File: config.mk
export PLATFORM = sky130hd
export DESIGN_NAME = bss_top
export DESIGN_NICKNAME = d
export VERILOG_FILES = /design/src/bss_pkg.sv /design/src/bss_top.sv
export SDC_FILE = /design/constraint.sdc
export NUM_CORES = 1
export LEC_CHECK = 0
export ABC_AREA = 1
export BUFFER_PORTS_ARGS = -buffer_cell sky130_fd_sc_hd__buf_4
export CAP_MARGIN = 20
export CORE_ASPECT_RATIO = 0.7
export CORE_UTILIZATION = 31
export CTS_BUF_LIST = sky130_fd_sc_hd__clkbuf_16
export DETAILED_ROUTE_END_ITERATION = 8
export GPL_TIMING_DRIVEN = 0
export PLACE_DENSITY = 0.49
export SYNTH_ARGS = -nofsm -noshare
export SYNTH_HDL_FRONTEND = slang
export SYNTH_SLANG_ARGS = --single-unit
File: constraint.sdc
create_clock -name CORE_CLK -period 8 [get_ports CORE_CLK]
set_clock_uncertainty 0.05 [all_clocks]
set_input_delay 0 -clock CORE_CLK [delete_from_list [all_inputs] [get_ports CORE_CLK]]
set_output_delay 0 -clock CORE_CLK [all_outputs]
set_load 0.01 [all_outputs]
File: src/bss_pkg.sv
// shared constants and types for the buck setpoint select block
package bss_pkg;

  // ---------------------------------------------------------------
  // power states from the sequencer
  // ---------------------------------------------------------------
  typedef enum logic [1:0] {
    BSS_OFF   = 2'b00,
    BSS_RUN   = 2'b01,
    BSS_STBY  = 2'b10,
    BSS_SLEEP = 2'b11
  } bss_pwr_state_t;

  // ---------------------------------------------------------------
  // setpoint carrier
  // ---------------------------------------------------------------
  localparam int unsigned CODE_W = 6;
  typedef struct packed {
    logic [CODE_W-1:0] run;
    logic [CODE_W-1:0] stby;
    logic [CODE_W-1:0] sleep;
  } bss_setpoints_t;
  localparam logic [CODE_W-1:0] CODE_RST = 6'h00;

  // ---------------------------------------------------------------
  // register map, byte addresses
  // ---------------------------------------------------------------
  localparam logic [7:0] RUN_OFS = 8'h00;
  localparam logic [7:0] STBY_OFS = 8'h04;
  localparam logic [7:0] SLEEP_OFS = 8'h08;
  localparam logic [7:0] STATUS_OFS = 8'h0c;
  localparam int unsigned ST_STATE_LSB = 0;
  localparam int unsigned ST_FUSE_BIT = 2;
  localparam int unsigned ST_WREN_BIT = 3;
  localparam int unsigned ST_CODE_LSB = 8;
  localparam int unsigned ST_TGT_LSB = 16;

  // ---------------------------------------------------------------
  // voltage tables, units of 100 uV
  // ---------------------------------------------------------------
  localparam int unsigned TGT_W = 16;
  localparam logic [TGT_W-1:0] DVS_BASE = 16'h1770;
  localparam logic [TGT_W-1:0] DVS_STEP = 16'h007d;
  localparam logic [CODE_W-1:0] FIX_LAST = 6'h07;
  localparam logic [TGT_W-1:0] FIX_TABLE [8] = '{
    16'h2af8, 16'h2ee0, 16'h34bc, 16'h3a98,
    16'h4650, 16'h61a8, 16'h7530, 16'h80e8
  };
  localparam logic [TGT_W-1:0] FIX_MAX = 16'h80e8;

  // ---------------------------------------------------------------
  // ahb-lite encodings
  // ---------------------------------------------------------------
  localparam logic [1:0] HTRANS_NONSEQ = 2'b10;
  localparam logic [1:0] HTRANS_SEQ = 2'b11;

endpackage

File: src/bss_top.sv
// setpoint store, start-up load and target decode for one step-down converter
//
// The register offsets and register access over AHB-Lite were left to the implementer.
`timescale 1ns/1ps
module bss_top
  import bss_pkg::*;
(
  input wire logic CORE_CLK, // 100 MHz core clock
  input wire logic RESETN, // async reset, active low
  input wire bss_pkg::bss_pwr_state_t PWR_STATE, // state from sequencer
  input wire logic PROC_RESET_OUT_N, // processor reset out, high once released
  input wire logic [5:0] FUSED_SETPOINT_CODE, // fused default code
  input wire logic SCALING_SELECT_FUSE, // 0 scaling enabled, 1 fixed table
  input wire logic HSEL, // ahb slave select
  input wire logic [31:0] HADDR, // ahb address
  input wire logic [1:0] HTRANS, // ahb transfer type
  input wire logic HWRITE, // ahb write
  input wire logic [2:0] HSIZE, // ahb size, word only
  input wire logic [31:0] HWDATA, // ahb write data
  input wire logic HREADY, // ahb ready in
  output logic [31:0] HRDATA, // ahb read data
  output logic HREADYOUT, // ahb ready out
  output logic HRESP, // ahb response, always okay
  output bss_pkg::bss_setpoints_t SETPOINTS, // stored setpoint fields
  output logic [5:0] ACTIVE_CODE, // code in force
  output logic [15:0] TARGET_V // target, 100 uV units
);
  import bss_pkg::*;

  // ---------------------------------------------------------------
  // state
  // ---------------------------------------------------------------
  bss_pwr_state_t prev_state_r, prev_state_nxt;
  bss_setpoints_t set_r, set_nxt;
  logic fuse_r, fuse_nxt;
  logic started_r, started_nxt;
  logic [CODE_W-1:0] code_r, code_nxt;
  logic [TGT_W-1:0] tgt_r, tgt_nxt;
  logic wr_ph_r, wr_ph_nxt;
  logic [7:0] addr_r, addr_nxt;
  logic [31:0] rdata_r, rdata_nxt;
  logic load_evt;
  logic wr_allow;
  logic addr_ph;

  // ---------------------------------------------------------------
  // start-up detect and setpoint fields
  // ---------------------------------------------------------------
  assign load_evt = (prev_state_r == BSS_OFF) && (PWR_STATE == BSS_RUN);
  // fuse is latched with the load so decode cannot flip mid-run
  assign wr_allow = !fuse_r && started_r && PROC_RESET_OUT_N;

  always_comb
  begin
    prev_state_nxt = PWR_STATE;
    set_nxt = set_r;
    fuse_nxt = fuse_r;
    started_nxt = started_r;
    // a power cycle closes the write window until the next load
    if (PWR_STATE == BSS_OFF)
    begin
      started_nxt = 1'b0;
    end
    if (load_evt)
    begin
      // load wins over a write landing in the same cycle
      set_nxt.run = FUSED_SETPOINT_CODE;
      set_nxt.stby = FUSED_SETPOINT_CODE;
      set_nxt.sleep = FUSED_SETPOINT_CODE;
      fuse_nxt = SCALING_SELECT_FUSE;
      started_nxt = 1'b1;
    end
    else if (wr_ph_r && wr_allow)
    begin
      unique case (addr_r)
        RUN_OFS: set_nxt.run = HWDATA[CODE_W-1:0];
        STBY_OFS: set_nxt.stby = HWDATA[CODE_W-1:0];
        SLEEP_OFS: set_nxt.sleep = HWDATA[CODE_W-1:0];
        default: set_nxt = set_r;
      endcase
    end
  end

  always_ff @(posedge CORE_CLK or negedge RESETN)
  begin
    if (!RESETN)
    begin
      prev_state_r <= BSS_OFF;
      set_r <= '{run: CODE_RST, stby: CODE_RST, sleep: CODE_RST};
      fuse_r <= 1'b0;
      started_r <= 1'b0;
    end
    else
    begin
      prev_state_r <= prev_state_nxt;
      set_r <= set_nxt;
      fuse_r <= fuse_nxt;
      started_r <= started_nxt;
    end
  end

  // ---------------------------------------------------------------
  // target select and decode
  // ---------------------------------------------------------------
  always_comb
  begin
    unique case (PWR_STATE)
      BSS_RUN: code_nxt = set_r.run;
      BSS_STBY: code_nxt = set_r.stby;
      BSS_SLEEP: code_nxt = set_r.sleep;
      // no rail in off; the run field keeps the decode defined
      BSS_OFF: code_nxt = set_r.run;
    endcase
    // worst scaled case is base plus 63 steps, well inside 16 bits
    if (!fuse_r)
    begin
      tgt_nxt = DVS_BASE + TGT_W'(code_nxt * DVS_STEP);
    end
    else if (code_nxt >= FIX_LAST)
    begin
      tgt_nxt = FIX_MAX;
    end
    else
    begin
      tgt_nxt = FIX_TABLE[code_nxt[2:0]];
    end
  end

  always_ff @(posedge CORE_CLK or negedge RESETN)
  begin
    if (!RESETN)
    begin
      code_r <= CODE_RST;
      tgt_r <= DVS_BASE;
    end
    else
    begin
      code_r <= code_nxt;
      tgt_r <= tgt_nxt;
    end
  end

  // ---------------------------------------------------------------
  // ahb-lite slave, zero wait states
  // ---------------------------------------------------------------
  // no wait states: write data is taken one cycle after the address phase
  assign addr_ph = HSEL && HREADY && (HTRANS == HTRANS_NONSEQ || HTRANS == HTRANS_SEQ);

  always_comb
  begin
    wr_ph_nxt = addr_ph && HWRITE;
    addr_nxt = addr_ph ? HADDR[7:0] : addr_r;
    rdata_nxt = rdata_r;
    if (addr_ph && !HWRITE)
    begin
      // read data is sampled here so it stands in the data phase
      rdata_nxt = '0;
      unique case (HADDR[7:0])
        RUN_OFS: rdata_nxt[CODE_W-1:0] = set_r.run;
        STBY_OFS: rdata_nxt[CODE_W-1:0] = set_r.stby;
        SLEEP_OFS: rdata_nxt[CODE_W-1:0] = set_r.sleep;
        STATUS_OFS:
        begin
          rdata_nxt[ST_STATE_LSB +: 2] = PWR_STATE;
          rdata_nxt[ST_FUSE_BIT] = fuse_r;
          rdata_nxt[ST_WREN_BIT] = wr_allow;
          rdata_nxt[ST_CODE_LSB +: CODE_W] = code_r;
          rdata_nxt[ST_TGT_LSB +: TGT_W] = tgt_r;
        end
        // unmapped reads give zero so software sees a clean miss
        default: rdata_nxt = '0;
      endcase
    end
  end

  always_ff @(posedge CORE_CLK or negedge RESETN)
  begin
    if (!RESETN)
    begin
      wr_ph_r <= 1'b0;
      addr_r <= '0;
      rdata_r <= '0;
    end
    else
    begin
      wr_ph_r <= wr_ph_nxt;
      addr_r <= addr_nxt;
      rdata_r <= rdata_nxt;
    end
  end

  assign HRDATA = rdata_r;
  // every access completes in one data phase and is always okay
  assign HREADYOUT = 1'b1;
  assign HRESP = 1'b0;
  assign SETPOINTS = set_r;
  assign ACTIVE_CODE = code_r;
  assign TARGET_V = tgt_r;
endmodule

==> results.cfg <==
[run_status]
status = complete, no violations

[sta]
slew_viol_final = 0
tightest_slew_ps = 1060
rsz0062_at_grt = no
finalCriticalPeriod_ps = 5090
setup_viol = 0
fmax_ghz = 0.197
fin_crit_sh_pct = 63.6
slew_headroom_pct = 29.4
hold_viol = 0
fin_tns_setup_ps = 0

[setup_path]
worstSetupEndpoint = TARGET_V[11]
critPathBufInv = 9
timing.rr.end = TARGET_V[11]
cp.required_ps = 8210
slowest_delay_ps = 590
critical_path_class = input port to register
crit_path_start_kind = input port
reg2reg_slack_ps = 3090
reg2reg_depth = 21
cp.depth = 25
critPathTopFamily = adder cells
cp_max_fo = 7
critPathSlowestCell = fa_1
reg2reg_from = SETPOINTS[13]
cp.arrival_ps = 5300
endpoint_kind = register
cp-startpoint = PWR_STATE[0]

[floorplan]
ioPinCount = 158
die_area_sq_um = 16100
start_util_pct = 32.3
die_x_um = 151
fp.coreArea_sq_um = 15000
rows = 37
die_y_um = 106

[synthesis]
yosys.area.top_type = dfrtp_1
synth_cell_type_count = 38
syn-cell-area_sq_um = 4830
syn_inst = 554
ys_warn_count = 0
ys.flop_type = dfrtp_1
synth.avg_cell_area_sq_um = 8.72
synth_edf_count = 0
synth_top_area_share_pct = 38.3
ys_seq_area_share_pct = 42.2
synth.area.top_cells = dfrtp_1, nand2_1, ha_1
ys_ff_latch = 81
async_reset_ff_share_pct = 100

[place]
gp_congestion = 0.880
io_buffers = 97
place_area_sq_um = 5820
placedCellCount = 850
hpwl_um = 10200

[routing]
dr.pass1.iters = 5
drt-total-wl_um = 13200
vias_per_cell = 4.60
routedWlPerCell_um = 14.8
drtIter0Drc = 235
vias = 4095
ant_nets = 0
drc = 0

[global_route]
grt_pass1_wl_um = 21600
grt_usage_pct = 17.7
antenna_found_initial = 0
gr-total-overflow = 0
grt_start_max_net_pins = 82
grt_pass1_vias = 3976

[final_layout]
fillers = 1490
drive_gt1_share_pct = 24.6
final_nets = 825
synthToLayoutAreaGrowth_pct = 32.9
antennaDiodeCount = 0
final_common_cell = nand2_1
final_cells = 891
fin_util_pct = 42.9
design_area_sq_um = 6420
final_cell_mix = nand2_1, buf_4, dfrtp_1

[cts]
hold_buffers = 24
numCtsBuffers = 9
path_clk_slew_ps = 60
root_buffer = clkbuf_16
post_cts_resized = 0
postCtsSetupBuffers = 0
clkSinkCount = 81
clk_latency_ps = 340
h-tree-depth = 3
cts_tree = done
cts_max_path_buffers = 2

[run]
maxCapViolations = 0

[hold_path]
hold_class = input port to register

[power_and_ir_drop]
leakagePower_nw = 3.48
max-vdd-ir-drop_v = 0.000157
total_power_mw = 1.88
p_per_area_nw_per_um2 = 292
synth_stat cells (3+ instances only):
cell type and n:
a21oi_1 8, a22o_1 22, buf_2 3, buf_4 9, clkbuf_1 4, dfrtp_1 74
dfstp_2 7, fa_1 16, ha_1 34, inv_1 72, inv_2 3, nand2_1 156
nand2_2 9, nand3_1 53, nand4_1 3, nor2_1 26, nor2_2 3, nor2_4 3
o21ai_0 12, o21ai_1 7, o21ai_2 6, or2_2 4
power breakdown:
group          internal (mW)  switching (mW)
Sequential             0.480          0.0504
Combinational          0.357           0.529
Clock                  0.280           0.180
flip-flops by register name (all words and copies together) (netlist names):
| name | flops |
|---|---|
| SETPOINTS | 18 |
| wr_ph_r | 1 |
| ACTIVE_CODE | 6 |
| prev_state_r | 2 |
| TARGET_V | 16 |
| fuse_r | 1 |
| HRDATA | 28 |
| started_r | 1 |
| addr_r | 8 |
kinds of logic (layout without fill, tap and decap cells):
| group | Yosys count | after routing | synth area share (%) |
|---|---|---|---|
| muxes | 1 | 1 | 0.233 |
| DFF | 81 | 81 | 42.2 |
| buffers and inverters | 95 | 233 | 8.52 |
| AOI/OAI and AO/OA | 58 | 58 | 8.39 |
| and+or+nand+nor | 266 | 266 | 24.9 |
| xor gates and xnor gates | 1 | 1 | 0.181 |
| other | 2 | 6 | 0.155 |
| adders and majority gates | 50 | 50 | 15.4 |
worst register-to-register path: stages, from the launching register on:
cell,delay (ps)
dfrtp_1,410
inv_1,90
nand2_1,60
nand3_1,250
inv_1,280
fa_1,590
inv_1,60
fa_1,520
inv_1,70
fa_1,500
inv_1,50
fa_1,490
inv_1,40
ha_1,220
fa_1,410
nand2_1,80
nand3_1,130
nand3_1,130
nand2_1,60
nand2_1,60
nand3_1,130
o21ai_1,140
worst min path at each step:
| stage | from | to | slack [ps] | cells past startpoint |
|---|---|---|---|---|
| finish | FUSED_SETPOINT_CODE[1] | SETPOINTS[1] | 40 | 5 |
| global route | HWDATA[1] | SETPOINTS[13] | 70 | 5 |
| CTS | FUSED_SETPOINT_CODE[1] | SETPOINTS[1] | 20 | 5 |
| detailed placement | PWR_STATE[0] | prev_state_r[0] | 70 | 1 |
| global placement | PWR_STATE[0] | prev_state_r[0] | 70 | 1 |
| floorplan | RESETN | ACTIVE_CODE[0] | -350 | 0 |
routing by layer:
metal  share of wire (%)  GRT usage [%]  vias up  wire, um
li1                    -              -     2026         -
met1                  51           27.8     1934      6770
met2                  41           24.7      126      5370
met3                 7.1           3.05        9       933
met4                0.86           4.29        0       114
met5                   0              0        -         0
metrics by stage:
stage	hold WS [ps]	worst slack, ps
after CTS	22.8	2910
final	39.9	2910
after floorplan	-346	3680
after detailed placement	75.0	3100
after global routing	69.9	2580
after global placement	71.8	3110
layout make-up:
class	instances	area, sq um	share of cell area (%)
multi-input combinational	382	2400	37.4
inverter	77	292	4.54
sequential	81	2040	31.7
clock buffer	9	225	3.51
buffer	18	120	1.87
timing repair buffer	122	996	15.5
tap	195	244	3.80
clock inverter	7	108	1.68
Note: power is estimated with default switching activity, not from simulation.
